### config.mk
export PLATFORM = sky130hd
export DESIGN_NAME = prl_rgb_out
export DESIGN_NICKNAME = d
export VERILOG_FILES = /design/src/common/prl_pkg.sv /design/src/prl_rgb_out.sv
export SDC_FILE = /design/constraint.sdc
export NUM_CORES = 1
export LEC_CHECK = 0
export ABC_AREA = 1
export BUFFER_PORTS_ARGS = -buffer_cell sky130_fd_sc_hd__clkbuf_2
export CAP_MARGIN = 20
export CORE_MARGIN = 1.5
export CORE_UTILIZATION = 46
export CTS_CLUSTER_DIAMETER = 50
export DETAILED_ROUTE_END_ITERATION = 7
export HOLD_SLACK_MARGIN = 0.05
export PLACE_DENSITY = 0.8
export SETUP_SLACK_MARGIN = 0.1
export SLEW_MARGIN = 15
export SYNTH_ARGS = -nofsm -noshare
export SYNTH_HDL_FRONTEND = slang
export SYNTH_SLANG_ARGS = --single-unit
### constraint.sdc
create_clock -name i_clk -period 2.15 [get_ports i_clk]
set_clock_uncertainty 0.05 [all_clocks]
set_input_delay 0.3225 -clock i_clk [delete_from_list [all_inputs] [get_ports i_clk]]
set_output_delay 0.3225 -clock i_clk [all_outputs]
set_load 0.02 [all_outputs]
### src/common/prl_pkg.sv
// Constants shared by the parallel RGB panel output block.
// Assumes a 50 MHz system clock and a panel on a 24-bit parallel RGB link.
package prl_pkg;

	// ----------------------------------------------------------------
	// Lane layout of the pixel data bus.
	// ----------------------------------------------------------------
	localparam int PRL_BLUE_LSB  = 0;
	localparam int PRL_GREEN_LSB = 8;
	localparam int PRL_RED_LSB   = 16;
	localparam int PRL_LANE_W    = 8;
	localparam int PRL_BUS_W     = 24;

	// ----------------------------------------------------------------
	// Default timing counts, horizontal in pixel clocks and vertical in lines, and the clock divider.
	// ----------------------------------------------------------------
	localparam int PRL_H_ACTIVE = 16;
	localparam int PRL_H_FRONT  = 2;
	localparam int PRL_H_SYNC   = 2;
	localparam int PRL_H_BACK   = 2;
	localparam int PRL_V_ACTIVE = 4;
	localparam int PRL_V_FRONT  = 1;
	localparam int PRL_V_SYNC   = 1;
	localparam int PRL_V_BACK   = 1;
	localparam int PRL_CLK_DIV  = 4;

	// ----------------------------------------------------------------
	// Reset values of the outputs.
	// ----------------------------------------------------------------
	localparam logic [23:0] PRL_DATA_RST = 24'h000000;

endpackage

### src/prl_rgb_out.sv
// Parallel RGB panel output: pixel clock, sync pulses, enable and colour lanes.
// Assumes pixel colour comes from same-clock logic and is taken while o_pix_req is high.
// Data, enable and syncs change together at the rise of the sent pixel clock and then
// stand for one whole pixel period, so the panel may sample anywhere inside it.
// The sent pixel clock is a divided copy of i_clk; CLK_DIV must be two or more.
`timescale 1ns/1ns
`default_nettype none

// What this block does
// - Blue sits on data lines 0 to 7; 18-bit panels ignore lines 0 and 1.
// - Green sits on data lines 8 to 15; 18-bit panels ignore lines 8 and 9.
// - Red sits on data lines 16 to 23; 18-bit panels ignore lines 16 and 17.
// - Display enable is high for every active pixel and low in all blanking.
// - Frame sync pulses high at each frame start, low otherwise.
// - Line sync pulses high at each line start, low otherwise.
// - Data, enable and syncs change together with the rising edge of the sent pixel clock; o_pix_req rises one clock earlier.
module prl_rgb_out
	import prl_pkg::*;
#(
	parameter int H_ACTIVE = PRL_H_ACTIVE,
	parameter int H_FRONT  = PRL_H_FRONT,
	parameter int H_SYNC   = PRL_H_SYNC,
	parameter int H_BACK   = PRL_H_BACK,
	parameter int V_ACTIVE = PRL_V_ACTIVE,
	parameter int V_FRONT  = PRL_V_FRONT,
	parameter int V_SYNC   = PRL_V_SYNC,
	parameter int V_BACK   = PRL_V_BACK,
	parameter int CLK_DIV  = PRL_CLK_DIV
) (
	input  wire logic                  i_clk,
	input  wire logic                  i_arst_n,
	input  wire logic [PRL_LANE_W-1:0] i_red,
	input  wire logic [PRL_LANE_W-1:0] i_green,
	input  wire logic [PRL_LANE_W-1:0] i_blue,
	output logic                       o_pix_req,
	output logic                       o_panel_pixel_clock,
	output logic                       o_panel_display_enable,
	output logic                       o_frame_sync_out,
	output logic                       o_line_sync_out,
	output logic [PRL_BUS_W-1:0]       o_pixel_data_bus
);

	// ----------------------------------------------------------------
	// Derived sizes.
	// ----------------------------------------------------------------
	localparam int H_TOTAL = H_SYNC + H_BACK + H_ACTIVE + H_FRONT;
	localparam int V_TOTAL = V_SYNC + V_BACK + V_ACTIVE + V_FRONT;
	localparam int HW = $clog2(H_TOTAL);
	localparam int VW = $clog2(V_TOTAL);
	localparam int DW = $clog2(CLK_DIV);
	localparam logic [DW-1:0] DIV_LAST = DW'(CLK_DIV - 1);
	localparam logic [DW-1:0] DIV_HALF = DW'(CLK_DIV / 2);
	localparam logic [DW-1:0] DIV_PRE  = DW'(CLK_DIV - 2);
	// The raster restarts on its last position, so the first pixel clock opens a frame.
	localparam logic [HW-1:0] H_START  = HW'(H_TOTAL - 1);
	localparam logic [VW-1:0] V_START  = VW'(V_TOTAL - 1);
	// Expected run lengths of the level outputs, in system clocks, for the checks.
	localparam logic [15:0]   LS_CLKS  = 16'(H_SYNC * CLK_DIV);
	localparam logic [15:0]   FS_CLKS  = 16'(V_SYNC * H_TOTAL * CLK_DIV);
	localparam logic [15:0]   DE_CLKS  = 16'(H_ACTIVE * CLK_DIV);

	// Tells whether a counter value lies in [lo, lo+len).
	function automatic logic in_span(input int val, input int lo, input int len);
		in_span = (val >= lo) && (val < lo + len);
	endfunction

	// Registered state: divider, raster position and every panel-side output.
	logic [DW-1:0] div_q;
	logic [HW-1:0] h_q;
	logic [VW-1:0] v_q;
	logic          pclk_q;
	logic          de_q;
	logic          fs_q;
	logic          ls_q;
	logic          req_q;
	logic [23:0]   data_q;

	// ----------------------------------------------------------------
	// Pixel clock tick and raster position decode.
	// ----------------------------------------------------------------
	// The divider wraps to zero, which is the rising edge of the sent clock.
	// The next raster position and the levels that it calls for are applied at that edge.
	wire   rise_tick = (div_q == DIV_LAST);
	wire   h_last    = (h_q == HW'(H_TOTAL - 1));
	wire   v_last    = (v_q == VW'(V_TOTAL - 1));
	wire [HW-1:0] h_nx = h_last ? '0 : h_q + HW'(1);
	wire [VW-1:0] v_nx = h_last ? (v_last ? '0 : v_q + VW'(1)) : v_q;
	wire   h_act_nx  = in_span(int'(h_nx), H_SYNC + H_BACK, H_ACTIVE);
	wire   v_act_nx  = in_span(int'(v_nx), V_SYNC + V_BACK, V_ACTIVE);
	wire   de_nx     = h_act_nx && v_act_nx;
	wire   ls_nx     = in_span(int'(h_nx), 0, H_SYNC);
	wire   fs_nx     = in_span(int'(v_nx), 0, V_SYNC);
	wire [23:0] pix_nx = de_nx ? {i_red, i_green, i_blue} : PRL_DATA_RST;

	// ----------------------------------------------------------------
	// Clock divider: sent pixel clock is high in the first half period.
	// ----------------------------------------------------------------
	// The clock only goes high on a divider wrap, so no stray rise leaves reset
	// ahead of the first pixel; it then stays high for DIV_HALF system clocks.
	always_ff @(posedge i_clk or negedge i_arst_n) begin
		if (!i_arst_n) begin
			div_q  <= '0;
			pclk_q <= 1'b0;
		end else begin
			div_q  <= rise_tick ? '0 : div_q + DW'(1);
			pclk_q <= rise_tick || (pclk_q && (div_q + DW'(1) < DIV_HALF));
		end
	end

	// Raster counters advance once per pixel clock. They leave reset on the last
	// position, so the first output edge shows a complete frame and line sync.
	always_ff @(posedge i_clk or negedge i_arst_n) begin
		if (!i_arst_n) begin
			h_q <= H_START;
			v_q <= V_START;
		end else if (rise_tick) begin
			h_q <= h_nx;
			v_q <= v_nx;
		end
	end

	// All panel outputs update on the same edge the sent clock rises.
	always_ff @(posedge i_clk or negedge i_arst_n) begin
		if (!i_arst_n) begin
			de_q   <= 1'b0;
			fs_q   <= 1'b0;
			ls_q   <= 1'b0;
			data_q <= PRL_DATA_RST;
		end else if (rise_tick) begin
			de_q   <= de_nx;
			fs_q   <= fs_nx;
			ls_q   <= ls_nx;
			data_q <= pix_nx;
		end
	end

	// Colour request pulse, one clock, in the cycle the pixel is taken. It is raised
	// one clock ahead so that the output comes from a flip-flop; the raster counters
	// do not move between that clock and the taking edge, so de_nx already holds.
	always_ff @(posedge i_clk or negedge i_arst_n) begin
		if (!i_arst_n) begin
			req_q <= 1'b0;
		end else begin
			req_q <= (div_q == DIV_PRE) && de_nx;
		end
	end

	// Outputs come straight from their flip-flops.
	assign o_pix_req              = req_q;
	assign o_panel_pixel_clock    = pclk_q;
	assign o_panel_display_enable = de_q;
	assign o_frame_sync_out       = fs_q;
	assign o_line_sync_out        = ls_q;
	assign o_pixel_data_bus       = data_q;

	// ----------------------------------------------------------------
	// Check helpers: run lengths of the level outputs.
	// ----------------------------------------------------------------
	logic [15:0] ls_run_q;
	logic [15:0] fs_run_q;
	logic [15:0] de_run_q;

	// Each counter counts system clocks while its output stands high and clears when it is low,
	// so at a falling edge it holds the whole width of the pulse just ended.
	always_ff @(posedge i_clk or negedge i_arst_n) begin
		if (!i_arst_n) begin
			ls_run_q <= '0;
			fs_run_q <= '0;
			de_run_q <= '0;
		end else begin
			ls_run_q <= o_line_sync_out ? ls_run_q + 16'h0001 : '0;
			fs_run_q <= o_frame_sync_out ? fs_run_q + 16'h0001 : '0;
			de_run_q <= o_panel_display_enable ? de_run_q + 16'h0001 : '0;
		end
	end

	// ----------------------------------------------------------------
	// Checks.
	// ----------------------------------------------------------------
	// They watch the panel-side outputs on the system clock, as the panel would see them.
	a_blue_lane: assert property (@(posedge i_clk) disable iff (!i_arst_n)
		rise_tick && de_nx |=> o_pixel_data_bus[7:0] == $past(i_blue))
		else $error("blue lane wrong");
	a_green_lane: assert property (@(posedge i_clk) disable iff (!i_arst_n)
		rise_tick && de_nx |=> o_pixel_data_bus[15:8] == $past(i_green))
		else $error("green lane wrong");
	a_red_lane: assert property (@(posedge i_clk) disable iff (!i_arst_n)
		rise_tick && de_nx |=> o_pixel_data_bus[23:16] == $past(i_red))
		else $error("red lane wrong");
	a_de_blank: assert property (@(posedge i_clk) disable iff (!i_arst_n)
		o_panel_display_enable |-> !o_line_sync_out && !o_frame_sync_out)
		else $error("enable high in blanking");
	a_frame_start: assert property (@(posedge i_clk) disable iff (!i_arst_n)
		rise_tick && h_last && v_last |=> o_frame_sync_out)
		else $error("frame sync missing");
	a_line_start: assert property (@(posedge i_clk) disable iff (!i_arst_n)
		rise_tick && h_last |=> o_line_sync_out)
		else $error("line sync missing");
	a_edge_align: assert property (@(posedge i_clk) disable iff (!i_arst_n)
		$changed(o_line_sync_out) |-> $rose(o_panel_pixel_clock))
		else $error("outputs moved off clock edge");
	a_line_width: assert property (@(posedge i_clk) disable iff (!i_arst_n)
		$fell(o_line_sync_out) |-> ls_run_q == LS_CLKS)
		else $error("line sync width wrong");
	a_frame_width: assert property (@(posedge i_clk) disable iff (!i_arst_n)
		$fell(o_frame_sync_out) |-> fs_run_q == FS_CLKS)
		else $error("frame sync width wrong");
	a_active_width: assert property (@(posedge i_clk) disable iff (!i_arst_n)
		$fell(o_panel_display_enable) |-> de_run_q == DE_CLKS)
		else $error("display enable width wrong");
	a_req_lead: assert property (@(posedge i_clk) disable iff (!i_arst_n)
		o_pix_req |=> $rose(o_panel_pixel_clock) && o_panel_display_enable)
		else $error("taken pixel not shown at clock rise");
	a_req_spacing: assert property (@(posedge i_clk) disable iff (!i_arst_n)
		o_pix_req |=> !o_pix_req)
		else $error("colour requests back to back");

	// Main scenarios: frame start, line start, active run, a taken pixel, line sync in frame sync.
	c_frame: cover property (@(posedge i_clk) $rose(o_frame_sync_out));
	c_line: cover property (@(posedge i_clk) $rose(o_line_sync_out));
	c_active: cover property (@(posedge i_clk) $rose(o_panel_display_enable));
	c_request: cover property (@(posedge i_clk) o_pix_req);
	c_sync_pair: cover property (@(posedge i_clk) $rose(o_line_sync_out) && o_frame_sync_out);

endmodule

`default_nettype wire

==> results.toml <==
[outcome]
outcome = "finished clean"

[sta]
rsz0062_at_grt = "true"
tightest_slew_ps = 475
final_max_slew_viol_count = 0
hold_ws_ps = 200
layout_min_cycle_time_ps = 2150
slew_headroom_pct = 68.3
setup_viol = 0
fin_ws_ps = 0.315
min_period_over_period_pct = 100
max_freq_ghz = 0.465
hold_viol = 0

[pwr]
total_power_mw = 1.49
p_per_area_nw_per_um2 = 598
max-vdd-ir-drop_mv = 0.374
power.leakage_nw = 1.40

[clock_tree]
cts_inserted_buffers = 5
cts_buffer_depth = 2
cts-root-buf = "clkbuf_8"
htree_num_levels = 2
tritoncts = "done"
clk_latency_ps = 300
clkTransAtPathRegs_ps = 80
cts.sinks = 39

[setup_path]
critPathBufInv = 4
crit_fanout = 5
rrSetupSlack_ps = 0.3
required_ps = 2340
path_delay_family = "flip-flops"
cpPeakStageDelay_ps = 560
rr_worst_depth = 13
rr_startpoint = "h_q[0]$_DFFE_PN1P_"
cp.arrival_ps = 2340
r2r-end = "o_pixel_data_bus[16]$_DFFE_PN0P_"
crit_type = "flop to flop"
path_cells = "ha_4 > inv_2 > nor2_4 > nand2_4 > o21ai_2 > nand2_1 > ha_1 > inv_2 > a21oi_4 > buf_6 > buf_16 > nand4_1 > nand2_1"
end_kind = "flop"
critPathLaunchType = "flop"
cp_slowest_cell = "dfstp_2"

[global_route]
grt_max_degree = 40
antenna_found_initial = 0
grt_pass1_wl_microns = 6940
grt.total_usage_pct = 20.9
overflow = 0
first_global_vias = 1541

[hold_path]
hold-path-endpoint = "o_pixel_data_bus[18]$_DFFE_PN0P_"
hp-start = "i_red[2]"
hold_depth = 3
worstHoldPathType = "primary input to flop"

[route]
drt_wl_total_microns = 4240
wl_per_cell_microns = 13.4
drc_errors = 0
drt_first_pass_iters = 4
vias_per_cell = 5.19
initialDrtViolationCount = 48
vias = 1644
final_antenna_net_count = 0

[placed_design]
gp_congestion = 0.778
hpwlAfterDp_microns = 2720
placed_area_sq_um = 2180
dp_slack_ps = 3.55
port_buffers = 54

[cells_and_area]
fin_nets = 300
area_delta_synth_final_pct = 36.4
final_cell_mix = "66 x nand2_1, 54 x clkbuf_2, 34 x dfrtp_1"
drive_above_1_share_pct = 38.7
n_fill_cell = 300
final_common_cell = "nand2_1"
insertedDiodeCount = 0
design_area_sq_um = 2490

[synthesis]
ys_seq_area_share_pct = 53.8
ys_warn_count = 0
synth_ff_type = "dfrtp_1"
syn_area_per_cell_sq_um = 9.22
synth_cell_types = 26
synth_nets = 230
synth-edff-count = 0
ys_ff_latch = 39
async_reset_ff_share_pct = 100
syn_area_sq_um = 1830
synth_cells = 198

[die]
ios = 55
fp.dieW_microns = 66.0
core_area_sq_um = 3740
initial_core_util_pct = 48.8
die_area_sq_um = 4360
rows = 22
dieHeight_microns = 66.0

[job]
drv_cap = 0
## repair_timing
item                                    in CTS  in global routing
gates cloned                                 2                  0
hold buffers                                 1                  0
endpoints found under the hold margin       34                  0
setup buffers                                7                  2
gates resized for setup                     10                  6
endpoints found under the setup margin      26                 27
pin swaps                                    3                  6
## per-stage QoR
step | utilization [%] | instances | TNS, ps
after global routing | 66.5 | 317 | -2390
final | 66.5 | 317 | 0
after global placement | 58.3 | 298 | 0
after floorplan | - | 198 | 0
after detailed placement | 58.3 | 298 | 0
after CTS | 65.3 | 315 | 0
## per-layer routing
| metal | global-route usage (%) | part of all wire [%] | vias to the layer above |
|---|---|---|---|
| li1 | - | - | 798 |
| met1 | 26.4 | 44 | 782 |
| met2 | 34.8 | 49 | 59 |
| met3 | 6.13 | 6.4 | 5 |
| met4 | 6.38 | 1.2 | 0 |
| met5 | 0 | 0 | - |
## area by class of cell
class | instances | area [sq um] | share of cell area (%)
clock buffer | 6 | 72.6 | 2.91
clock inverter | 2 | 60.1 | 2.41
inverter | 15 | 56.3 | 2.26
multi-input combinational | 132 | 752 | 30.2
sequential | 39 | 982 | 39.4
tap | 48 | 60.1 | 2.41
timing repair buffer | 75 | 507 | 20.4
## synth_stat cells (2+ instances only)
cell type,count,share of area (%)
nand2_1,66,14
dfrtp_1,34,47
nand4_1,25,8.6
o21ai_0,14,3.8
inv_1,13,2.7
ha_1,6,4.1
dfstp_2,5,7.2
nand3_1,5,1.4
clkbuf_1,4,0.82
nand3_2,4,2.2
buf_2,3,0.82
buf_6,3,1.9
clkbuf_4,2,0.82
inv_2,2,0.41
## cell families (layout without fill, tap and decap cells)
logic type | after synthesis | after routing | synth area share (%)
AND/OR/NAND/NOR | 108 | 108 | 28.9
adder cells (fa/ha/maj) | 6 | 6 | 4.11
buffers and inverters | 27 | 98 | 7.40
flip-flops | 39 | 39 | 53.8
AO/OA/AOI/OAI | 18 | 18 | 5.83
## sequential cells by signal, indices dropped and copies added (netlist names)
name                    cells
o_panel_display_enable      1
v_q                         3
h_q                         5
o_pixel_data_bus           24
o_line_sync_out             1
div_q                       2
o_pix_req                   1
o_frame_sync_out            1
o_panel_pixel_clock         1
## power breakdown
group          total (mW)  switching (mW)  internal, mW
sequential          0.734               0         0.734
combinational      0.0385          0.0201        0.0184
clock               0.718           0.254         0.464
total                1.49           0.274          1.22
## worst max path at each step
stage	depth (start not counted)	endpoint	slack [ps]	startpoint
after floorplan	12	o_pixel_data_bus[0]$_DFFE_PN0P_	110	h_q[0]$_DFFE_PN1P_
after global placement	12	o_pixel_data_bus[10]$_DFFE_PN0P_	110	h_q[0]$_DFFE_PN1P_
after detailed placement	12	o_pixel_data_bus[6]$_DFFE_PN0P_	4	h_q[0]$_DFFE_PN1P_
after CTS	13	o_pixel_data_bus[0]$_DFFE_PN0P_	20	h_q[0]$_DFFE_PN1P_
after global routing	13	o_pixel_data_bus[16]$_DFFE_PN0P_	-130	h_q[0]$_DFFE_PN1P_
final	13	o_pixel_data_bus[16]$_DFFE_PN0P_	0.3	h_q[0]$_DFFE_PN1P_
## worst min-delay path: cells and delay by family
kind / cells / cell delay [ps]
simple gates: 2 / 110
buf+inv: 1 / 80
Note: power is estimated with default switching activity, not from simulation.
